<file path="src/rtl/crs_pkg.sv">
// package for the cpu register set: register indices, widths, reset values
`default_nettype none
package crs_pkg;
    localparam int CRS_WORD_W = 16;
    localparam int CRS_BYTE_W = 8;
    localparam int CRS_PHYS_W = 20;
    localparam int CRS_SEG_SHIFT = 4;
    localparam int CRS_NUM_GEN = 8;
    localparam int CRS_NUM_SEG = 4;
    localparam int CRS_NUM_ARCH = 14;
    // general register indices
    localparam logic [2:0] CRS_ACC = 3'h0;
    localparam logic [2:0] CRS_CNT = 3'h1;
    localparam logic [2:0] CRS_PORT = 3'h2;
    localparam logic [2:0] CRS_BASE = 3'h3;
    localparam logic [2:0] CRS_STK = 3'h4;
    localparam logic [2:0] CRS_FRAME = 3'h5;
    localparam logic [2:0] CRS_SRC = 3'h6;
    localparam logic [2:0] CRS_DEST = 3'h7;
    // segment indices
    localparam logic [1:0] CRS_SEG_EXTRA = 2'h0;
    localparam logic [1:0] CRS_SEG_CODE = 2'h1;
    localparam logic [1:0] CRS_SEG_STACK = 2'h2;
    localparam logic [1:0] CRS_SEG_DATA = 2'h3;
    // reset values
    localparam logic [15:0] CRS_GEN_RST = 16'h0000;
    localparam logic [15:0] CRS_SEG_RST = 16'h0000;
    localparam logic [15:0] CRS_CODE_RST = 16'hffff;
    localparam logic [15:0] CRS_IP_RST = 16'h0000;
    localparam logic [15:0] CRS_FLAGS_RST = 16'h0000;
    localparam logic [15:0] CRS_FLAGS_MASK = 16'h0fd5;
    // write width selector
    typedef enum logic [1:0] {
        CRS_WR_WORD = 2'b00,
        CRS_WR_LOW = 2'b01,
        CRS_WR_HIGH = 2'b10
    } crs_wsize_e;
    typedef struct packed {
        logic en;
        logic [2:0] idx;
        crs_wsize_e size;
        logic [15:0] data;
    } crs_gen_wr_s;
    typedef struct packed {
        logic en;
        logic [1:0] idx;
        logic [15:0] data;
    } crs_seg_wr_s;
    // address request: segment, base and index sources, displacement
    typedef struct packed {
        logic stack_op;
        logic [1:0] seg_idx;
        logic use_base;
        logic base_frame;
        logic use_index;
        logic index_dest;
        logic [15:0] disp;
    } crs_addr_req_s;
endpackage : crs_pkg
`default_nettype wire

</file>
<file path="src/rtl/crs_regfile.sv">
// architectural register set with operand reads, writes and address generation
`default_nettype none
// Operation
// - fourteen registers: eight general, four segment, instruction pointer, status word.
// - eight 16-bit general registers serve as operands.
// - accumulator, base, count and port words split into high and low byte halves.
// - destination and source index registers serve as data movement pointers.
// - stack pointer lives within the stack segment; frame base pointer uses the requested segment.
// - frame base, base word, destination and source index supply offset parts.
// - stack operations always use stack pointer with stack segment, no override.
// - four 16-bit segment registers select code, two data and stack segments.
// - the 16-bit instruction pointer holds the next sequential instruction offset.
// - a 16-bit status word holds result status and control bits.
// - peripheral registers are not held here; they sit behind memory accesses.
// - physical address is segment shifted left by four plus the offset.
// - the physical address is 20 bits wide.
module crs_regfile
    import crs_pkg::*;
(
    input wire logic clock_i,
    input wire logic rst_n_i,
    input wire crs_gen_wr_s gen_wr_i,
    input wire crs_seg_wr_s seg_wr_i,
    input wire logic ip_wr_i,
    input wire logic [15:0] ip_data_i,
    input wire logic flags_wr_i,
    input wire logic [15:0] flags_data_i,
    input wire logic [2:0] rd_a_idx_i,
    input wire logic rd_a_byte_i,
    input wire logic [2:0] rd_b_idx_i,
    input wire logic rd_b_byte_i,
    input wire crs_addr_req_s addr_req_i,
    output logic [15:0] rd_a_o,
    output logic [15:0] rd_b_o,
    output logic [19:0] phys_addr_o,
    output logic [15:0] ip_o,
    output logic [15:0] flags_o,
    output logic [15:0] stack_ptr_o
);
    logic [15:0] gen_r [CRS_NUM_GEN];
    logic [15:0] seg_r [CRS_NUM_SEG];
    logic [15:0] ip_r;
    logic [15:0] flags_r;
    logic [15:0] rd_a_r;
    logic [15:0] rd_b_r;
    logic [19:0] phys_r;

    // byte read: index 0-3 low halves, 4-7 high halves of words 0-3
    function automatic logic [15:0] crs_read(input logic [2:0] idx, input logic byte_sel,
                                             input logic [15:0] g0, input logic [15:0] g1,
                                             input logic [15:0] g2, input logic [15:0] g3,
                                             input logic [15:0] gw);
        logic [15:0] w;
        w = 16'h0000;
        if (!byte_sel) begin
            w = gw;
        end else begin
            case (idx[1:0])
                2'h0: w = g0;
                2'h1: w = g1;
                2'h2: w = g2;
                default: w = g3;
            endcase
            w = idx[2] ? {8'h00, w[15:8]} : {8'h00, w[7:0]};
        end
        return w;
    endfunction : crs_read

    // byte writes map onto word index low bits, matching the read mapping
    genvar gi;
    generate
        for (gi = 0; gi < CRS_NUM_GEN; gi++) begin : g_gen
            always_ff @(posedge clock_i) begin
                if (!rst_n_i) begin
                    gen_r[gi] <= CRS_GEN_RST;
                end else if (gen_wr_i.en) begin
                    if (gen_wr_i.size == CRS_WR_WORD && gen_wr_i.idx == 3'(gi)) begin
                        gen_r[gi] <= gen_wr_i.data;
                    end else if (gi < 4 && gen_wr_i.idx[1:0] == 2'(gi)
                                 && gen_wr_i.size == CRS_WR_LOW) begin
                        gen_r[gi][7:0] <= gen_wr_i.data[7:0];
                    end else if (gi < 4 && gen_wr_i.idx[1:0] == 2'(gi)
                                 && gen_wr_i.size == CRS_WR_HIGH) begin
                        gen_r[gi][15:8] <= gen_wr_i.data[7:0];
                    end
                end
            end
        end
        for (gi = 0; gi < CRS_NUM_SEG; gi++) begin : g_seg
            always_ff @(posedge clock_i) begin
                if (!rst_n_i) begin
                    seg_r[gi] <= (gi == 1) ? CRS_CODE_RST : CRS_SEG_RST;
                end else if (seg_wr_i.en && seg_wr_i.idx == 2'(gi)) begin
                    seg_r[gi] <= seg_wr_i.data;
                end
            end
        end
    endgenerate

    always_ff @(posedge clock_i) begin
        if (!rst_n_i) begin
            ip_r <= CRS_IP_RST;
        end else if (ip_wr_i) begin
            ip_r <= ip_data_i;
        end
    end

    // reserved status bits always read zero
    always_ff @(posedge clock_i) begin
        if (!rst_n_i) begin
            flags_r <= CRS_FLAGS_RST;
        end else if (flags_wr_i) begin
            flags_r <= flags_data_i & CRS_FLAGS_MASK;
        end
    end

    // registered read ports: value reflects state at the sampling edge
    always_ff @(posedge clock_i) begin
        if (!rst_n_i) begin
            rd_a_r <= 16'h0000;
            rd_b_r <= 16'h0000;
        end else begin
            rd_a_r <= crs_read(rd_a_idx_i, rd_a_byte_i, gen_r[0], gen_r[1], gen_r[2],
                               gen_r[3], gen_r[rd_a_idx_i]);
            rd_b_r <= crs_read(rd_b_idx_i, rd_b_byte_i, gen_r[0], gen_r[1], gen_r[2],
                               gen_r[3], gen_r[rd_b_idx_i]);
        end
    end

    // address generation; stack ops ignore segment and sources requested
    logic [15:0] base_v;
    logic [15:0] index_v;
    logic [15:0] offset_v;
    logic [15:0] seg_v;
    always_comb begin
        base_v = 16'h0000;
        index_v = 16'h0000;
        if (addr_req_i.use_base) begin
            base_v = addr_req_i.base_frame ? gen_r[CRS_FRAME] : gen_r[CRS_BASE];
        end
        if (addr_req_i.use_index) begin
            index_v = addr_req_i.index_dest ? gen_r[CRS_DEST] : gen_r[CRS_SRC];
        end
        if (addr_req_i.stack_op) begin
            offset_v = gen_r[CRS_STK] + addr_req_i.disp;
            seg_v = seg_r[CRS_SEG_STACK];
        end else begin
            offset_v = base_v + index_v + addr_req_i.disp;
            seg_v = seg_r[addr_req_i.seg_idx];
        end
    end

    always_ff @(posedge clock_i) begin
        if (!rst_n_i) begin
            phys_r <= 20'h0_0000;
        end else begin
            phys_r <= 20'({seg_v, 4'h0}) + 20'(offset_v);
        end
    end

    assign rd_a_o = rd_a_r;
    assign rd_b_o = rd_b_r;
    assign phys_addr_o = phys_r;
    assign ip_o = ip_r;
    assign flags_o = flags_r;
    assign stack_ptr_o = gen_r[CRS_STK];

    // no peripheral storage here, only the fourteen registers above

    property p_word_write;
        @(posedge clock_i) disable iff (!rst_n_i)
        (gen_wr_i.en && gen_wr_i.size == CRS_WR_WORD) |=> gen_r[$past(gen_wr_i.idx)]
            == $past(gen_wr_i.data);
    endproperty
    a_word_write: assert property (p_word_write) else $error("word write lost");
    property p_low_keep;
        @(posedge clock_i) disable iff (!rst_n_i)
        (gen_wr_i.en && gen_wr_i.size == CRS_WR_LOW && gen_wr_i.idx == CRS_ACC)
            |=> gen_r[CRS_ACC][15:8] == $past(gen_r[CRS_ACC][15:8])
            && gen_r[CRS_ACC][7:0] == $past(gen_wr_i.data[7:0]);
    endproperty
    a_low_keep: assert property (p_low_keep) else $error("low byte write wrong");
    property p_high_keep;
        @(posedge clock_i) disable iff (!rst_n_i)
        (gen_wr_i.en && gen_wr_i.size == CRS_WR_HIGH && gen_wr_i.idx[1:0] == CRS_PORT[1:0])
            |=> gen_r[CRS_PORT][7:0] == $past(gen_r[CRS_PORT][7:0]);
    endproperty
    a_high_keep: assert property (p_high_keep) else $error("high write hit low");
    property p_stack_addr;
        @(posedge clock_i) disable iff (!rst_n_i)
        (addr_req_i.stack_op && !seg_wr_i.en) |=> phys_addr_o ==
            20'({$past(seg_r[CRS_SEG_STACK]), 4'h0})
            + 20'(16'($past(gen_r[CRS_STK]) + $past(addr_req_i.disp)));
    endproperty
    a_stack_addr: assert property (p_stack_addr) else $error("stack segment not used");
    property p_phys;
        @(posedge clock_i) disable iff (!rst_n_i)
        (!addr_req_i.stack_op && !addr_req_i.use_base && !addr_req_i.use_index)
            |=> phys_addr_o == 20'({$past(seg_r[addr_req_i.seg_idx]), 4'h0})
            + 20'($past(addr_req_i.disp));
    endproperty
    a_phys: assert property (p_phys) else $error("physical address wrong");
    property p_ip;
        @(posedge clock_i) disable iff (!rst_n_i)
        ip_wr_i |=> ip_o == $past(ip_data_i);
    endproperty
    a_ip: assert property (p_ip) else $error("ip not loaded");
    property p_flags_rsv;
        @(posedge clock_i) disable iff (!rst_n_i)
        flags_wr_i |=> (flags_o & ~CRS_FLAGS_MASK) == 16'h0000
            && flags_o == ($past(flags_data_i) & CRS_FLAGS_MASK);
    endproperty
    a_flags_rsv: assert property (p_flags_rsv) else $error("status word wrong");
    property p_seg;
        @(posedge clock_i) disable iff (!rst_n_i)
        seg_wr_i.en |=> seg_r[$past(seg_wr_i.idx)] == $past(seg_wr_i.data);
    endproperty
    a_seg: assert property (p_seg) else $error("segment write lost");
    property p_rd_a;
        @(posedge clock_i) disable iff (!rst_n_i)
        !rd_a_byte_i |=> rd_a_o == $past(gen_r[rd_a_idx_i]);
    endproperty
    a_rd_a: assert property (p_rd_a) else $error("read port a wrong");
    c_byte: cover property (@(posedge clock_i) gen_wr_i.en && gen_wr_i.size == CRS_WR_HIGH);
    c_stack: cover property (@(posedge clock_i) addr_req_i.stack_op);
    c_two: cover property (@(posedge clock_i) gen_wr_i.en ##2 rd_a_byte_i && rd_b_byte_i);
endmodule : crs_regfile
`default_nettype wire

</file>
<file path="config.mk">
export PLATFORM = sky130hd
export DESIGN_NAME = crs_regfile
export DESIGN_NICKNAME = d
export VERILOG_FILES = /design/src/rtl/crs_pkg.sv /design/src/rtl/crs_regfile.sv
export SDC_FILE = /design/constraint.sdc
export NUM_CORES = 1
export LEC_CHECK = 0
export BUFFER_PORTS_ARGS = -buffer_cell sky130_fd_sc_hd__buf_4
export CAP_MARGIN = 40
export CORE_ASPECT_RATIO = 0.6
export CORE_UTILIZATION = 50
export CTS_CLUSTER_DIAMETER = 40
export DETAILED_ROUTE_END_ITERATION = 7
export GPL_TIMING_DRIVEN = 0
export PLACE_DENSITY = 0.71
export SLEW_MARGIN = 20
export SYNTH_ARGS = -nofsm -noshare
export SYNTH_HDL_FRONTEND = slang
export SYNTH_SLANG_ARGS = --single-unit
</file>
<file path="constraint.sdc">
create_clock -name clock_i -period 11.55 [get_ports clock_i]
set_clock_uncertainty 0.15 [all_clocks]
set_input_delay 1.155 -clock clock_i [delete_from_list [all_inputs] [get_ports clock_i]]
set_output_delay 1.155 -clock clock_i [all_outputs]
set_load 0.02 [all_outputs]
</file>
==> reports/results.ini <==
[cts]
cts-root-buf = clkbuf_16
cts_resized = 0
tritoncts = done
clk_pin_slew_ns = 0.06
cts_buffers = 35
cts-hold-fix-buffers = 0
ctsLongestPathBuffers = 3
cts_max_level = 2
cts_setup_buffers = 0
clock_sink_count = 269
worstSkewPairLatency_ns = 0.54

[sta]
setup_viol = 0
tns_ns = 0
hold_ws_ns = 0.348
rsz0062_at_grt = no
fin_crit_ns = 6.33
finalHoldViolCount = 0
drv_slew = 0
relSlewSlack_pct = 36.2
fin_ws_ns = 5.22
fmax_ghz = 0.158
worst_pin_slew_ns = 0.956
min_period_over_period_pct = 54.8

[yosys]
synth.avg_cell_area_um2 = 11.4
ys_warn_count = 0
synth_edf_count = 192
synth_seq_cells = 269
syn_inst = 1343
synth_cell_types = 63
ys.flop_type = edfxtp_1
async_flop_share_pct = 0
synthesis.area_um2 = 15300
synth_seq_area_share_pct = 47.8

[floorplanning]
rows = 49
dieWidth_um = 228
die_y_um = 138
io-pin-count = 208
core_um2 = 30000
dieArea_um2 = 31300
initial_core_util_pct = 50.9

[run]
drv_cap = 0

[layout]
final_nets = 1751
final_util_pct = 61.8
final_cell_area_um2 = 18600
drive_gt1_share_pct = 24.9
mostFrequentLayoutCell = buf_4
mostFrequentLayoutCells = buf_4, edfxtp_1, and2_1, nor2_1, a21oi_1
area_growth_pct = 21.4

[route]
vias = 12200
routed_wl_mm = 51.0
detail-route-antenna-nets = 0
drt_first_iter_violations = 1678
wl_per_cell_um = 25.3
drc = 0
vias_per_cell = 6.06
firstDrtPassIters = 6

[worst_setup_path]
crit_arrival_ns = 6.54
path_max_fanout = 7
path_class = input port to flip-flop
crit_path_end_kind = flip-flop
startpoint_type = input port
worstPathRequired_ns = 11.77

[global_route]
grt-ovfl-total = 0
grt_max_degree = 16
grt_pass1_wl_mm = 73.1
grt_pass1_vias = 11300
antenna_found_initial = 0
track_usage_pct = 32.5

[power_and_ir_drop]
p_per_area_nw_per_um2 = 160
p_leak_nw = 7.51
ir_worst_vdd_mv = 0.0953
pwr-share-seq_pct = 38.9
switching_share_pct = 30.9
comb_power_share_pct = 23.5
p_clk_share_pct = 37.6
internal_power_mw = 2.06
switchingPower_mw = 0.922

[outcome]
status = complete, no violations

[placement]
place.gp.congestion = 1.07
post_dp_cell_area_um2 = 17400
post-place-ws_ns = 4.92
io_buffers = 182
hpwl_mm = 39.7

[hold_path]
hold_path_class = flip-flop to flip-flop

## cell usage after synthesis, drive strengths merged (33+ instances only)
library cell	instances	area share, %
edfxtp	192	38
and2	147	6.0
nor2	117	3.0
a21oi	93	3.0
mux2i	81	5.3
dfxtp	77	10
nand2	70	1.7
mux4	58	8.5
o21ai	57	1.9
buf	45	1.7
ha	41	3.4
clkbuf	38	0.96
nor2b	35	1.4
a22o	33	1.9
## kinds of logic after synthesis
family / Yosys count / share of synthesized area (%)
AO/OA/AOI/OAI: 269 / 11.2
XOR/XNOR: 34 / 1.95
adder cells (fa/ha/maj): 59 / 5.71
flip-flops: 269 / 47.8
AND/OR/NAND/NOR: 453 / 15.6
multiplexers: 148 / 14.5
other: 1 / 0.0245
buffers and inverters: 110 / 3.30
## metal layers
layer	track usage, %	wire [um]
met1	49.9	23400
met2	40.3	18900
met3	13.1	7470
met4	9.35	1090
met5	2.66	115
## final cells by class
class	count	area, um2
Antenna cell	2	5.00
Buffer	83	404
Clock buffer	38	907
Clock inverter	23	278
Fill cell	2439	11500
Inverter	27	101
Multi-Input combinational cell	970	7540
Sequential cell	269	7310
Tap cell	408	510
Timing Repair Buffer	198	1520
## power by group through the flow
stage          sequential [mW]  combinational, mW  clock, mW
4_1_cts                   1.16              0.686       1.13
3_5_place_dp              1.18              0.682          0
6_report                  1.16              0.702       1.12
2_1_floorplan             1.21              0.388          0
3_3_place_gp              1.18              0.665          0
5_1_grt                   1.16              0.754       1.16
## flip-flops by register name (all words and copies together), names as in the netlist
signal	cells
rd_b_o	16
rd_a_o	16
phys_addr_o	20
seg_r	64
flags_o	9
ip_o	16
gen_r	128
## critical path, stage by stage
cell,delay [ns]
buf_6,0.13
clkbuf_1,0.48
buf_6,0.23
mux2i_1,0.22
nor2b_1,0.08
fa_1,0.49
ha_1,0.20
inv_1,0.08
fa_1,0.43
nand2b_1,0.21
a21o_1,0.24
a211oi_1,0.58
o22ai_1,0.29
xnor2_1,0.20
a211o_1,0.32
ha_1,0.22
or3_1,0.36
o21ai_0,0.18
inv_1,0.10
o41ai_2,0.10
or3_1,0.19
a21oi_1,0.06
## through the flow
| step | std cells | total power [mW] |
|---|---|---|
| 6_report | 2018 | 2.98 |
| 5_1_grt | 2016 | 3.08 |
| 4_1_cts | 2014 | 2.97 |
| 3_5_place_dp | 1953 | 1.86 |
| 3_3_place_gp | 1939 | 1.84 |
| 2_1_floorplan | 1349 | 1.60 |
## path summary, 6_finish.rpt
kind / cells after the start / startpoint / slack [ns] / to
worst max-delay path: 22 / addr_req_i[18] / 5.22 / phys_addr_o[18]
worst min-delay path: 2 / flags_o[6] / 0.35 / flags_o[6]
worst max register to register: 17 / gen_r[3][2] / 6.21 / phys_addr_o[18]
worst min register to register: 2 / flags_o[6] / 0.35 / flags_o[6]
(Power assumes the default switching activity.)
